===== config.mk =====
export PLATFORM = sky130hd
export DESIGN_NAME = external_bus_unit
export DESIGN_NICKNAME = d
export VERILOG_FILES = /design/src/ebu_pkg.sv /design/src/window_decoder.sv /design/src/external_bus_unit.sv
export VERILOG_INCLUDE_DIRS = /design/src
export SDC_FILE = /design/constraint.sdc
export NUM_CORES = 1
export LEC_CHECK = 0
export BUFFER_PORTS_ARGS = -buffer_cell sky130_fd_sc_hd__buf_4
export CAP_MARGIN = 30
export CORE_MARGIN = 5
export CORE_UTILIZATION = 50
export CTS_BUF_LIST = sky130_fd_sc_hd__clkbuf_4
export CTS_CLUSTER_SIZE = 14
export DETAILED_ROUTE_END_ITERATION = 8
export GPL_TIMING_DRIVEN = 0
export PLACE_DENSITY = 0.78
export SETUP_SLACK_MARGIN = 0.1
export SLEW_MARGIN = 20
export SYNTH_ARGS = -nofsm -noshare
export SYNTH_HDL_FRONTEND = slang
export SYNTH_SLANG_ARGS = --single-unit

===== constraint.sdc =====
create_clock -name clk -period 7.5 [get_ports clk]
set_clock_uncertainty 0.1 [all_clocks]
set_input_delay 0.375 -clock clk [delete_from_list [all_inputs] [get_ports clk]]
set_output_delay 0.375 -clock clk [all_outputs]
set_load 0.005 [all_outputs]

===== src/ebu_defines.svh =====
// constants of the external bus unit: modes, field positions, codes
// assumes inclusion by bare name from the window decoder and the bus unit files
`ifndef EBU_DEFINES_SVH
`define EBU_DEFINES_SVH

// ---------------------------------------------------------------
// widths
// ---------------------------------------------------------------
`define ADDR_W     24
`define DATA_W     16
`define CFG_W      16
`define WIN_N      4
`define CS_N       5
`define PORT_HI    15
`define BYTE_HI    7
`define SEG_HI     23
`define SEG_LO     16
`define PAGE_LO    12

// ---------------------------------------------------------------
// bus modes (bus config field)
// ---------------------------------------------------------------
`define MODE_SINGLE  3'h0
`define MODE_DEMUX16 3'h1
`define MODE_MUX16   3'h2
`define MODE_MUX8    3'h3
`define MODE_DEMUX8  3'h4

// ---------------------------------------------------------------
// address space limits
// ---------------------------------------------------------------
`define SPACE_16M  2'h0
`define SPACE_1M   2'h1
`define SPACE_256K 2'h2
`define SPACE_64K  2'h3
`define SEG_16M    8'hFF
`define SEG_1M     8'h0F
`define SEG_256K   8'h03
`define SEG_64K    8'h00

// ---------------------------------------------------------------
// bus config fields
// ---------------------------------------------------------------
`define BC_WAIT_HI   3
`define BC_WAIT_LO   0
`define BC_TRISTATE  4
`define BC_ALE_EXT   5
`define BC_RW_DELAY  6
`define BC_READY_EN  7
`define BC_READY_POL 8
`define BC_WIN_EN    9
`define BC_CS_EN     10
`define BC_MODE_HI   13
`define BC_MODE_LO   11

// ---------------------------------------------------------------
// range select fields
// ---------------------------------------------------------------
`define RS_BASE_HI 15
`define RS_BASE_LO 4
`define RS_SIZE_HI 3
`define RS_SIZE_LO 0
`define PAGE_MASK  12'hFFF
`define PAGE_ZERO  12'h000

// ---------------------------------------------------------------
// reset and idle values
// ---------------------------------------------------------------
`define CS_IDLE     5'h1F
`define WIN_DEFAULT 3'h0
`define WAIT_ZERO   4'h0
`define WAIT_ONE    4'h1
`define DATA_ZERO   16'h0000
`define BYTE_ZERO   8'h00
`define ADDR_ZERO   24'h000000
`define CFG_ZERO    16'h0000

`endif


===== src/ebu_pkg.sv =====
// types of the external bus unit
// assumes nothing beyond the compile order
package ebu_pkg;

  // ---------------------------------------------------------------
  // cycle sequencer states, one-hot
  // ---------------------------------------------------------------
  typedef enum logic [7:0] {
    ST_IDLE    = 8'h01,
    ST_ADDR    = 8'h02,
    ST_ALE_EXT = 8'h04,
    ST_DELAY   = 8'h08,
    ST_ACCESS  = 8'h10,
    ST_READY   = 8'h20,
    ST_RECOVER = 8'h40,
    ST_HELD    = 8'h80
  } state_t;

  typedef logic [15:0] cfg_t;

endpackage


===== src/window_decoder.sv =====
// address window decoder: hits, priority pick, config select
// assumes packed window fields, window 1 in the lowest slice
`timescale 1ns/10ps
`default_nettype none
`include "ebu_defines.svh"

module window_decoder (
  // window setup
  input  wire logic [`WIN_N*`CFG_W-1:0]      window_range_select,
  input  wire logic [`WIN_N*`CFG_W-1:0]      window_bus_config,
  input  wire logic [`CFG_W-1:0]             default_bus_config,
  // address under test
  input  wire logic [`ADDR_W-1:`PAGE_LO]     page,
  // decode result
  output logic      [`WIN_N-1:0]             window_hits,
  output logic      [2:0]                    window_index,
  output ebu_pkg::cfg_t                      sel_cfg
);

  ebu_pkg::cfg_t cfg_arr [0:`WIN_N];

  // ---------------------------------------------------------------
  // per-window match
  // ---------------------------------------------------------------
  genvar i;
  generate
    for (i = 0; i < `WIN_N; i++) begin : g_win
      wire [11:0] base = window_range_select[i*`CFG_W+`RS_BASE_HI:i*`CFG_W+`RS_BASE_LO];
      wire [3:0]  size = window_range_select[i*`CFG_W+`RS_SIZE_HI:i*`CFG_W+`RS_SIZE_LO];
      wire [11:0] mask = `PAGE_MASK << size;
      assign cfg_arr[i+1] = window_bus_config[i*`CFG_W +: `CFG_W];
      assign window_hits[i] = cfg_arr[i+1][`BC_WIN_EN] && (((page ^ base) & mask) == `PAGE_ZERO);
    end
  endgenerate

  assign cfg_arr[0] = default_bus_config;

  // ---------------------------------------------------------------
  // priority: later window wins, so 4 over 3 and 2 over 1
  // ---------------------------------------------------------------
  always_comb begin
    window_index = `WIN_DEFAULT;
    for (int j = 0; j < `WIN_N; j++) begin
      if (window_hits[j]) begin
        window_index = 3'(j + 1);
      end
    end
  end

  assign sel_cfg = cfg_arr[window_index];

endmodule
`default_nettype wire


===== src/external_bus_unit.sv =====
// external bus unit: cycle sequencer, pin drive, chip selects, arbitration
// assumes cpu request held until access_done; pins resolved outside
// Function
// single-chip refusal plus four external modes, 8/16-bit, muxed or not, 16-24 address bits
// demuxed modes put address on address port, data on data port, low byte for 8-bit
// muxed modes share one port, address first, then data
// cycle time, tri-state time, latch strobe length and strobe delay are programmable
// four windows, each a range select paired with its own bus config
// window four beats three, window two beats one on overlap
// addresses outside every window use the default bus config
// five active-low chip selects, four windows plus default
// arbitration pins handled only once arbitration enable is set
// after reset act as arbitration master, grant pin driven
// grant pin direction set makes us slave, grant pin becomes input
// address space limited to 1M, 256K or 64K trims segment lines
// by default chip selects change half a clock after latch strobe rises
// timing select set makes chip selects change with the latch strobe rise
// per-window polarity bit picks ready active level
// device ends ready-enabled cycles by driving ready active; we wait
// on request finish cycle, float bus, grant; regain request asks back
// chip select asserted only for external accesses decoded to its region
`timescale 1ns/10ps
`default_nettype none
`include "ebu_defines.svh"

module external_bus_unit (
  // clock and reset
  input  wire logic                        clk,
  input  wire logic                        nrst,
  // cpu access request
  input  wire logic                        access_req,
  input  wire logic                        access_write,
  input  wire logic [`ADDR_W-1:0]          access_addr,
  input  wire logic [`DATA_W-1:0]          access_wdata,
  output logic                             access_done,
  output logic                             access_error,
  output logic      [`DATA_W-1:0]          access_rdata,
  // configuration
  input  wire logic                        chip_select_timing_select,
  input  wire logic [1:0]                  addr_space,
  input  wire logic                        arbitration_enable,
  input  wire logic                        grant_pin_direction,
  input  wire logic [`WIN_N*`CFG_W-1:0]    window_range_select,
  input  wire logic [`WIN_N*`CFG_W-1:0]    window_bus_config,
  input  wire logic [`CFG_W-1:0]           default_bus_config,
  // bus pins
  output logic      [`DATA_W-1:0]          shared_data_drive,
  input  wire logic [`DATA_W-1:0]          shared_data_sense,
  output logic                             shared_data_oe_n,
  output logic      [`DATA_W-1:0]          address_port,
  output logic      [7:0]                  segment_port,
  output logic                             bus_ctrl_oe_n,
  output logic                             ale,
  output logic                             read_n,
  output logic                             write_n,
  output logic      [`CS_N-1:0]            chip_select_outputs_n,
  input  wire logic                        ready_in,
  // arbitration pins
  input  wire logic                        hold_request_n,
  output logic                             bus_release_grant_n_drive,
  input  wire logic                        bus_release_grant_n_sense,
  output logic                             bus_release_grant_oe_n,
  output logic                             bus_regain_request_n,
  // status
  output logic                             bus_owned
);

  // ---------------------------------------------------------------
  // state and latched cycle context
  // ---------------------------------------------------------------
  ebu_pkg::state_t state;
  ebu_pkg::state_t next_state;
  ebu_pkg::cfg_t   cfg_q;
  logic [2:0]          win_q;
  logic [`ADDR_W-1:0]  addr_q;
  logic [`DATA_W-1:0]  wdata_q;
  logic                write_q;
  logic [3:0]          wait_cnt;
  logic [`CS_N-1:0]    cs_pos;
  logic [`CS_N-1:0]    cs_neg;

  wire [`WIN_N-1:0] win_hits;
  wire [2:0]        sel_index;
  ebu_pkg::cfg_t    sel_cfg;

  window_decoder u_dec (
    .window_range_select (window_range_select),
    .window_bus_config   (window_bus_config),
    .default_bus_config  (default_bus_config),
    .page                (access_addr[`ADDR_W-1:`PAGE_LO]),
    .window_hits         (win_hits),
    .window_index        (sel_index),
    .sel_cfg             (sel_cfg)
  );

  // ---------------------------------------------------------------
  // arbitration decode
  // ---------------------------------------------------------------
  wire arb_master = arbitration_enable && !grant_pin_direction;
  wire arb_slave  = arbitration_enable && grant_pin_direction;
  // slave owns the bus only while the other master grants it
  wire hold_now   = (arb_master && !hold_request_n) ||
                    (arb_slave && bus_release_grant_n_sense);
  wire hold_exit  = !arbitration_enable ||
                    (arb_master ? hold_request_n : !bus_release_grant_n_sense);

  // ---------------------------------------------------------------
  // start decode and current context
  // ---------------------------------------------------------------
  // access_done gate stops a held request from starting twice
  wire start = (state == ebu_pkg::ST_IDLE) && access_req && !access_done && !hold_now;
  wire [`CFG_W-1:0]  cur_cfg   = start ? sel_cfg : cfg_q;
  wire [2:0]         cur_win   = start ? sel_index : win_q;
  wire [`ADDR_W-1:0] cur_addr  = start ? access_addr : addr_q;
  wire [`DATA_W-1:0] cur_wdata = start ? access_wdata : wdata_q;
  wire               cur_write = start ? access_write : write_q;
  wire [2:0]         cur_mode  = cur_cfg[`BC_MODE_HI:`BC_MODE_LO];

  wire is_mux  = (cur_mode == `MODE_MUX16) || (cur_mode == `MODE_MUX8);
  wire is_8bit = (cur_mode == `MODE_MUX8) || (cur_mode == `MODE_DEMUX8);
  wire is_ext  = is_mux || (cur_mode == `MODE_DEMUX16) || (cur_mode == `MODE_DEMUX8);
  wire refuse  = start && !is_ext;

  wire ready_active = (ready_in == cfg_q[`BC_READY_POL]);
  wire wait_done    = (wait_cnt == `WAIT_ZERO);
  wire finish = ((state == ebu_pkg::ST_ACCESS) && wait_done &&
                 (!cfg_q[`BC_READY_EN] || ready_active)) ||
                ((state == ebu_pkg::ST_READY) && ready_active);
  wire after_read = cfg_q[`BC_TRISTATE] && !write_q;

  // ---------------------------------------------------------------
  // sequencer
  // ---------------------------------------------------------------
  always_comb begin
    next_state = state;
    case (state)
      ebu_pkg::ST_IDLE: begin
        if (hold_now) begin
          next_state = ebu_pkg::ST_HELD;
        end else if (start && !refuse) begin
          next_state = ebu_pkg::ST_ADDR;
        end
      end
      ebu_pkg::ST_ADDR: begin
        if (cfg_q[`BC_ALE_EXT]) begin
          next_state = ebu_pkg::ST_ALE_EXT;
        end else if (cfg_q[`BC_RW_DELAY]) begin
          next_state = ebu_pkg::ST_DELAY;
        end else begin
          next_state = ebu_pkg::ST_ACCESS;
        end
      end
      ebu_pkg::ST_ALE_EXT: begin
        next_state = cfg_q[`BC_RW_DELAY] ? ebu_pkg::ST_DELAY : ebu_pkg::ST_ACCESS;
      end
      ebu_pkg::ST_DELAY: begin
        next_state = ebu_pkg::ST_ACCESS;
      end
      ebu_pkg::ST_ACCESS: begin
        if (finish) begin
          next_state = after_read ? ebu_pkg::ST_RECOVER : ebu_pkg::ST_IDLE;
        end else if (wait_done) begin
          next_state = ebu_pkg::ST_READY;
        end
      end
      ebu_pkg::ST_READY: begin
        if (finish) begin
          next_state = after_read ? ebu_pkg::ST_RECOVER : ebu_pkg::ST_IDLE;
        end
      end
      ebu_pkg::ST_RECOVER: begin
        next_state = ebu_pkg::ST_IDLE;
      end
      ebu_pkg::ST_HELD: begin
        if (hold_exit) begin
          next_state = ebu_pkg::ST_IDLE;
        end
      end
      default: begin
        next_state = ebu_pkg::ST_IDLE;
      end
    endcase
  end

  // ---------------------------------------------------------------
  // next pin values
  // ---------------------------------------------------------------
  wire in_addr  = (next_state == ebu_pkg::ST_ADDR) || (next_state == ebu_pkg::ST_ALE_EXT);
  wire in_strb  = (next_state == ebu_pkg::ST_ACCESS) || (next_state == ebu_pkg::ST_READY);
  wire in_data  = in_strb || (next_state == ebu_pkg::ST_DELAY);
  wire in_cycle = in_addr || in_data;
  wire [3:0] next_wait = start ? cur_cfg[`BC_WAIT_HI:`BC_WAIT_LO] :
                         ((state == ebu_pkg::ST_ACCESS) && !wait_done) ?
                         4'(wait_cnt - `WAIT_ONE) : wait_cnt;
  wire next_read_n  = !(in_strb && !cur_write);
  wire next_write_n = !(in_strb && cur_write);
  // muxed: port carries address while the strobe is high, then data
  wire next_data_oe_n = !((is_mux && in_addr) || (cur_write && in_data));
  wire [`DATA_W-1:0] wdata_lane = is_8bit ? {`BYTE_ZERO, cur_wdata[`BYTE_HI:0]} : cur_wdata;
  wire [`DATA_W-1:0] next_data = (is_mux && in_addr) ? cur_addr[`PORT_HI:0] : wdata_lane;
  wire [`DATA_W-1:0] next_aport = (!is_mux && in_cycle) ? cur_addr[`PORT_HI:0] : `DATA_ZERO;
  wire [7:0] seg_mask = (addr_space == `SPACE_1M)   ? `SEG_1M :
                        (addr_space == `SPACE_256K) ? `SEG_256K :
                        (addr_space == `SPACE_64K)  ? `SEG_64K : `SEG_16M;
  wire [7:0] next_seg = in_cycle ? (cur_addr[`SEG_HI:`SEG_LO] & seg_mask) : `BYTE_ZERO;
  wire [`DATA_W-1:0] read_lane = is_8bit ? {`BYTE_ZERO, shared_data_sense[`BYTE_HI:0]}
                                         : shared_data_sense;

  wire [`CS_N-1:0] cs_hit;
  genvar k;
  generate
    for (k = 0; k < `CS_N; k++) begin : g_cs
      assign cs_hit[k] = (cur_win == 3'(k));
    end
  endgenerate
  wire [`CS_N-1:0] next_cs = (in_cycle && cur_cfg[`BC_CS_EN]) ? ~cs_hit : `CS_IDLE;

  // ---------------------------------------------------------------
  // registers
  // ---------------------------------------------------------------
  always_ff @(posedge clk or negedge nrst) begin
    if (!nrst) begin
      state   <= ebu_pkg::ST_IDLE;
      cfg_q   <= `CFG_ZERO;
      win_q   <= `WIN_DEFAULT;
      addr_q  <= `ADDR_ZERO;
      wdata_q <= `DATA_ZERO;
      write_q <= 1'b0;
    end else begin
      state <= next_state;
      if (start) begin
        cfg_q   <= sel_cfg;
        win_q   <= sel_index;
        addr_q  <= access_addr;
        wdata_q <= access_wdata;
        write_q <= access_write;
      end
    end
  end

  always_ff @(posedge clk or negedge nrst) begin
    if (!nrst) begin
      wait_cnt          <= `WAIT_ZERO;
      ale               <= 1'b0;
      read_n            <= 1'b1;
      write_n           <= 1'b1;
      shared_data_oe_n  <= 1'b1;
      shared_data_drive <= `DATA_ZERO;
      address_port      <= `DATA_ZERO;
      segment_port      <= `BYTE_ZERO;
      bus_ctrl_oe_n     <= 1'b0;
      cs_pos            <= `CS_IDLE;
    end else begin
      wait_cnt          <= next_wait;
      ale               <= in_addr;
      read_n            <= next_read_n;
      write_n           <= next_write_n;
      shared_data_oe_n  <= next_data_oe_n;
      shared_data_drive <= next_data;
      address_port      <= next_aport;
      segment_port      <= next_seg;
      bus_ctrl_oe_n     <= (next_state == ebu_pkg::ST_HELD);
      cs_pos            <= next_cs;
    end
  end

  // half-cycle copy; only one clock, so the falling edge gives the half step
  always_ff @(negedge clk or negedge nrst) begin
    if (!nrst) begin
      cs_neg <= `CS_IDLE;
    end else begin
      cs_neg <= cs_pos;
    end
  end

  assign chip_select_outputs_n = chip_select_timing_select ? cs_pos : cs_neg;

  always_ff @(posedge clk or negedge nrst) begin
    if (!nrst) begin
      access_done               <= 1'b0;
      access_error              <= 1'b0;
      access_rdata              <= `DATA_ZERO;
      bus_release_grant_n_drive <= 1'b1;
      bus_release_grant_oe_n    <= 1'b1;
      bus_regain_request_n      <= 1'b1;
      bus_owned                 <= 1'b1;
    end else begin
      access_done  <= finish || refuse;
      access_error <= refuse;
      if (finish && !write_q) begin
        access_rdata <= read_lane;
      end
      bus_release_grant_n_drive <= !(arb_master && (next_state == ebu_pkg::ST_HELD));
      bus_release_grant_oe_n    <= !arb_master;
      bus_regain_request_n      <= !(arbitration_enable && access_req &&
                                     (next_state == ebu_pkg::ST_HELD));
      bus_owned <= (next_state != ebu_pkg::ST_HELD);
    end
  end
endmodule
`default_nettype wire


; ---- After elaboration in Yosys (flattened, before gate mapping)
; Cells that the tools add are included.
[word_totals]
regBits = 147
latchBits = 0
ramBits = 0
mem_bits_ro = 0
output_inout_bits = 72
word_cells = 171
memories = 0
[classes]
addsub = 1
multipliers = 0
div_mod_pow = 0
magnitude_cmp = 1
eq_ne = 26
shifts = 4
n_mux = 35
bitwise = 11
n_reduce_logical = 68
[ops]
columns = op, count
row1 = $mux W16, 5
row2 = $mux W8, 10
row3 = $pmux W8 S7, 1
row4 = $and A12 B12 Y12, 4
row5 = $bmux W16 S3, 1
row6 = $logic_not A12 Y1, 4
row7 = $shl A12 B4 Y12 const A, 4
row8 = $xor A12 B12 Y12, 4
row9 = $mux W14, 3
row10 = $logic_and A1 B1 Y1, 28
row11 = $mux W24, 1
row12 = $mux W5, 4
row13 = $logic_not A1 Y1, 19
row14 = $eq A8 B2 Y1 const B, 2
row15 = $eq A8 B3 Y1 const B, 2
row16 = $eq A8 B4 Y1 const B, 2
row17 = $eq A8 B5 Y1 const B, 2
row18 = $eq A8 B6 Y1 const B, 2
row19 = $eq A8 B8 Y1 const B, 2
row20 = $logic_or A1 B1 Y1, 14
row21 = $eq A3 B2 Y1 const B, 4
row22 = $and A8 B8 Y8, 1
row23 = $eq A8 B1 Y1 const B, 1
row24 = $mux W4, 2
row25 = 17 further kinds, 24

; ---- Depth between registers and ports, before layout
; Gate-level depths: netlist of run 1.
[logic_depth]
word_depth = 30
ltp_mapped = 13
mapped_depth_nobuf = 11

; ---- Modules after synthesis
; A second synthesis of run 1 with hierarchy kept.
[hier_totals]
hier_cells = 672
area_unflattened_um2 = 7190.6
[by_module_without_submodules]
columns = mod, n_inst, cells_per_inst, area_per_inst_um2
row1 = external_bus_unit, 1, 458, 5661.7
row2 = window_decoder, 1, 214, 1529.0

==> results.yml, run 1 <==
run_status:
  run_status: "complete, no violations"
timing:
  slew_headroom_pct: 55.8
  slew_violations: 0
  rsz0062_at_grt: "false"
  holdWs_ns: 0.0639
  worst_slew_pin_slew_ns: 0.663
  setup_viol: 0
  fin_tns_setup_ns: 0
  hold_violations: 0
clocking:
  holdBufCountCts: 56
  numCtsBuffers: 17
  clk_pin_slew_ns: 0.11
  clockBufferDepth: 2
  cts_tree: "done"
  cts_setup_buffers: 0
  cts_root_buf: "clkbuf_4"
  htree_levels: 4
  insertion_delay_ns: 0.56
  cts_resized: 0
  clock-sinks: 142
worst_setup_path:
  crit_fanout: 1
  arrival_ns: 5.03
  crit_path_end_kind: "primary output"
  required_ns: 7.03
  cp-start-kind: "flip-flop"
  path_class: "reg2out"
detailed_routing:
  dr.first_iter.drc_count: 526
  drc_errors: 0
  wire_per_inst_um: 18.5
  totalWireLength_um: 24300
  vias: 7150
  detail-route-antenna-nets: 0
  vias_per_cell: 5.43
  drtPass1Iterations: 5
synth:
  yosys_warnings: 0
  synth_fa_ha_area_share_pct: 0.170
  syn-num-nets: 996
  ys_ff_latch: 142
  synth_cell_types: 82
  ys_top_cells_by_area: "dfrtp_1, nand2_1, dfstp_2"
  async_reset_ff_share_pct: 100
  synthXorXnorAreaFrac_pct: 6.65
  synth_edf_count: 0
  yosysSeqAreaShare_pct: 48.5
  synth_area_sq_um: 7380
  synth_compound_area_share_pct: 16.6
  synth_top_family_by_area: "simple AND/OR/NAND/NOR gates"
  synth_top_area_share_pct: 42.1
  synth_area_leader_cell: "dfrtp_1"
  muxShareOfSynthArea_pct: 4.85
  synth_ff_type: "dfrtp_1"
  synthCells: 783
  syn_area_per_cell_sq_um: 9.42
  synth_simple_gate_area_share_pct: 18.2
place:
  io_buffer_count: 255
  place_hpwl_um: 17900
  gp_routability_congestion: 0.913
global_route:
  overflow: 0
  grt_pass1_wl_um: 37900
  grt_max_degree: 91
  first_global_vias: 7127
  grtUsageTotal_pct: 27.3
  antenna_found_initial: 2
die:
  die_w_um: 131
  die_area_sq_um: 17300
  rows: 44
  die_y_um: 131
  initial_core_util_pct: 51.0
  ios: 284
  core_region_area_sq_um: 14500
final_layout:
  final_util_pct: 71.6
  area_growth_pct: 40.6
  layout.nets: 1332
  layout-drive-gt1-share_pct: 33.5
min_path:
  min-delay-path-class: "in2reg"
flow_run:
  cap_violations: 0
power:
  powerDensity_nw_per_um2: 255
  ir_drop_v: 0.000223
  leakagePower_nw: 5.08
==> registers in the layout (all words and copies together), names as in the netlist, 8 cells and up <==
| signal | cells |
|---|---|
| access_rdata | 16 |
| addr_q | 24 |
| address_port | 16 |
| cfg_q | 9 |
| segment_port | 8 |
| shared_data_drive | 16 |
| state | 8 |
| wdata_q | 16 |
==> layout by cell type, fill, tap and decap left out, types with 6 or more instances in the layout <==
| cell | netlist | layout |
|---|---|---|
| nor2_1 | 37 | 37 |
| buf_2 | 24 | 24 |
| clkbuf_4 | 0 | 17 |
| a21o_1 | 6 | 6 |
| nor3_1 | 11 | 11 |
| clkbuf_1 | 16 | 16 |
| nor2_2 | 10 | 10 |
| buf_4 | 2 | 256 |
| a31oi_1 | 6 | 6 |
| and2_1 | 7 | 7 |
| xnor2_1 | 32 | 32 |
| o21ai_0 | 43 | 43 |
| dfrtp_1 | 124 | 124 |
| dfstp_2 | 18 | 18 |
| a21oi_1 | 36 | 36 |
| inv_1 | 37 | 41 |
| o21ai_1 | 6 | 6 |
| xor2_1 | 24 | 24 |
| o22ai_1 | 15 | 15 |
| mux2_2 | 10 | 10 |
| mux2i_1 | 20 | 20 |
| nand3_1 | 26 | 26 |
| dlygate4sd3_1 | 0 | 56 |
| nand2_1 | 165 | 165 |
==> metal layers <==
layer | vias up | track usage, % | share of wire [%]
li1 | 3371 | - | -
met1 | 3444 | 34.3 | 40
met2 | 281 | 44.6 | 50
met3 | 54 | 8.22 | 7.6
met4 | 0 | 10.7 | 3.1
met5 | - | 0 | 0
==> critical path, cell delays in order (launching register included) <==
cell,delay (ns)
dfstp_2,0.51
mux2_2,0.14
buf_4,0.10
==> worst paths after layout <==
kind | startpoint | to | slack, ns | depth (start not counted)
setup / recovery | cs_neg[0]$_DFF_NN1_ | chip_select_outputs_n[0] | 1.99 | 2
hold / removal | window_bus_config[55] | cfg_q[7]$_DFFE_PN0P_ | 0.06 | 3
setup reg to reg | cs_pos[3]$_DFF_PN1_ | cs_neg[3]$_DFF_NN1_ | 3.03 | 0
hold reg to reg | wdata_q[1]$_DFF_PN0_ | wdata_q[1]$_DFF_PN0_ | 0.38 | 2
max in group asynchronous | nrst | cs_neg[4]$_DFF_NN1_ | 2.95 | 2
min in group asynchronous | nrst | access_rdata[13]$_DFFE_PN0P_ | 0.21 | 2
==> kinds of logic (layout without fill, tap and decap cells) <==
family,count (synthesis),in the layout
DFF,142,142
muxes,34,34
adders and majority gates,1,1
buffers and inverters,87,434
and+or+nand+nor,292,292
AOI/OAI and AO/OA,171,171
xor gates and xnor gates,56,56
other,0,2
==> power breakdown <==
part	internal (W)	switching, W	total (W)
logic	0.000475	0.000634	0.00111
registers	0.00100	0.0000963	0.00110
clock network	0.000158	0.000281	0.000439
==> cell type report <==
type	count	area, sq um
timing repair buffer	313	2510
clock inverter	18	120
inverter	39	146
clock buffer	17	128
buffer	47	229
antenna	2	5.00
fill	1090	4110
sequential	142	3580
multi-input combinational	554	3420
tap	184	230
==> per-stage QoR <==
stage	cell area [sq um]	instances	worst slack, ns	total power [W]
detailed placement	9560	1223	2.55	0.00218
global placement	9520	1222	2.02	0.00215
finish	10400	1316	1.99	0.00265
CTS	10400	1313	1.95	0.00264
floorplan	7380	783	2.65	0.00175
global route	10400	1316	1.94	0.00283
==> synth_stat cells (10+ instances only) <==
library cell,instances
nor2_1,37
mux2i_1,20
o22ai_1,15
dfstp_2,18
xor2_1,24
nand2_1,165
nor3_1,11
nand3_1,26
nor2_2,10
o21ai_0,43
buf_2,24
mux2_2,10
dfrtp_1,124
clkbuf_1,16
inv_1,37
a21oi_1,36
xnor2_1,32
Power figures use the tool's default switching activity.
==> run 2, diff against run 1 <==
--- a/config.mk
+++ b/config.mk
@@ -9,12 +9,12 @@
 export BUFFER_PORTS_ARGS = -buffer_cell sky130_fd_sc_hd__buf_4
 export CAP_MARGIN = 30
 export CORE_MARGIN = 5
-export CORE_UTILIZATION = 50
+export CORE_UTILIZATION = 46
 export CTS_BUF_LIST = sky130_fd_sc_hd__clkbuf_4
 export CTS_CLUSTER_SIZE = 14
 export DETAILED_ROUTE_END_ITERATION = 8
 export GPL_TIMING_DRIVEN = 0
-export PLACE_DENSITY = 0.78
+export PLACE_DENSITY = 0.76
 export SETUP_SLACK_MARGIN = 0.1
 export SLEW_MARGIN = 20
 export SYNTH_ARGS = -nofsm -noshare
==> constraint.sdc (replaced) <==
create_clock -name clk -period 4.6 [get_ports clk]
set_clock_uncertainty 0.1 [all_clocks]
set_input_delay 0.23 -clock clk [delete_from_list [all_inputs] [get_ports clk]]
set_output_delay 0.23 -clock clk [all_outputs]
set_load 0.005 [all_outputs]
==> run 2 against run 1 <==
Against the previous run:
- global-route usage is 0.67 points lower
- combinational power is 65% higher
- via count is 0.59% higher
- register-to-register slack worse by 2.3 ns
- final area is 3.3% higher
- utilization is 4.0 points lower
- worst setup slack worse by 1.3 ns
- clock power is 100% higher
- total power is 71% higher
- worst hold slack worse by 0.015 ns
- critical endpoint is now chip_select_outputs_n[2]
- highest routed layer unchanged
==> results.yml, run 2 (synthesis results as in run 1) <==
global_route:
  first_global_vias: 7287
  overflow: 0
  grtUsageTotal_pct: 26.7
  grt_max_degree: 78
  grt_pass1_wl_um: 38200
  antenna_found_initial: 0
final_layout:
  top_register: "addr_q"
  layout.nets: 1354
  mostFrequentLayoutCells: "buf_4, nand2_1, dfrtp_1"
  layout_commonest_cell: "buf_4"
  layout-drive-gt1-share_pct: 33.2
  fin_cells: 1371
  largest_reg_flops: 24
  area_growth_pct: 45.2
min_path:
  holdCritStartpoint: "access_addr[13]"
  worstHoldPathCells: 3
  min-delay-path-class: "in2reg"
  min_to: "addr_q[13]$_DFF_PN0_"
worst_setup_path:
  cp-start-kind: "flip-flop"
  path_class: "reg2out"
  crit_path_end_kind: "primary output"
  arrival_ns: 3.61
  crit_start: "cs_neg[2]$_DFF_NN1_"
  r2r_cells: 11
  rrSetupSlack_ns: 0.73
  rr_endpoint: "segment_port[3]$_DFF_PN0_"
  required_ns: 4.27
  regToRegStartpoint: "state[5]$_DFF_PN0_"
  crit_fanout: 1
die:
  die_w_um: 137
  rows: 46
  ios: 284
  die_area_sq_um: 18700
  die_y_um: 137
  core_region_area_sq_um: 15800
  initial_core_util_pct: 46.6
clocking:
  clk_pin_slew_ns: 0.13
  clock-sinks: 142
  clockBufferDepth: 2
  htree_levels: 4
  insertion_delay_ns: 0.57
  numCtsBuffers: 17
  cts_tree: "done"
  cts_root_buf: "clkbuf_4"
detailed_routing:
  dr.first_iter.drc_count: 525
  totalWireLength_um: 24800
  drc_errors: 0
  detail-route-antenna-nets: 0
  vias: 7192
  drtPass1Iterations: 7
  wire_per_inst_um: 18.1
  vias_per_cell: 5.25
place:
  io_buffer_count: 255
  dp_slack_ns: 1.07
  gp_routability_congestion: 0.932
  placed_cells: 1255
  place_hpwl_um: 18100
flow_run:
  cap_violations: 0
timing:
  setup_ws_ns: 0.659
  fin_tns_setup_ns: 0
  hold_violations: 0
  setup_viol: 0
  slew_headroom_pct: 48.9
  worst_slew_pin_slew_ns: 0.767
  slew_violations: 0
  rsz0062_at_grt: "false"
  holdWs_ns: 0.0485
power:
  powerDensity_nw_per_um2: 422
  leakagePower_nw: 5.21
  ir_drop_v: 0.000330
run_status:
  run_status: "complete, no violations"
==> run 2: per-layer routing <==
metal / global-route usage, % / wire length (um) / vias up
met5: 0 / 0 / -
met4: 10.5 / 762 / 0
met3: 7.98 / 2060 / 61
met2: 44.9 / 12300 / 315
met1: 32.1 / 9600 / 3410
li1: - / - / 3406
==> run 2: area by class of cell <==
type	count	area, sq um
flip-flops and latches	142	3580
repair buffers	335	2740
clock buffers	17	128
fillers	1234	5120
clock inverters	20	201
well taps	216	270
inverters	39	146
plain buffers	47	229
multi-input cells	554	3420
diodes	1	2.50
==> run 2: critical path: stages, from the launching register on <==
cell and delay (ns):
dfstp_2 0.51, mux2_2 0.15, buf_4 0.11
==> run 2: how the worst max path moves through the flow <==
stage | endpoint | slack, ns
after floorplan | chip_select_outputs_n[0] | 1.34
after global placement | cs_neg[3]$_DFF_NN1_ | 0.69
after detailed placement | segment_port[3]$_DFF_PN0_ | 1.07
after CTS | segment_port[3]$_DFF_PN0_ | 0.51
after global routing | segment_port[3]$_DFF_PN0_ | 0.45
final | chip_select_outputs_n[2] | 0.66
==> run 2: repair_timing <==
action,4_1_cts,5_1_grt
gates resized for setup,0,0
buffers inserted,0,0
hold endpoints to repair,242,0
hold buffers,78,0
==> run 2: where the power goes <==
part	internal [W]	leakage (nW)	total (W)	switching (W)
registers	0.00163	1.78	0.00179	0.000156
clock network	0.000391	0.190	0.000899	0.000508
logic	0.000796	3.24	0.00183	0.00104
total	0.00282	5.21	0.00452	0.00170
==> run 2: metrics by stage <==
stage | util [%] | power, W | area, sq um
2_1_floorplan | - | 0.00285 | 7380
6_report | 67.7 | 0.00452 | 10700
3_5_place_dp | 60.6 | 0.00356 | 9600
3_3_place_gp | 60.4 | 0.00351 | 9560
5_1_grt | 67.7 | 0.00482 | 10700
4_1_cts | 67.6 | 0.00451 | 10700
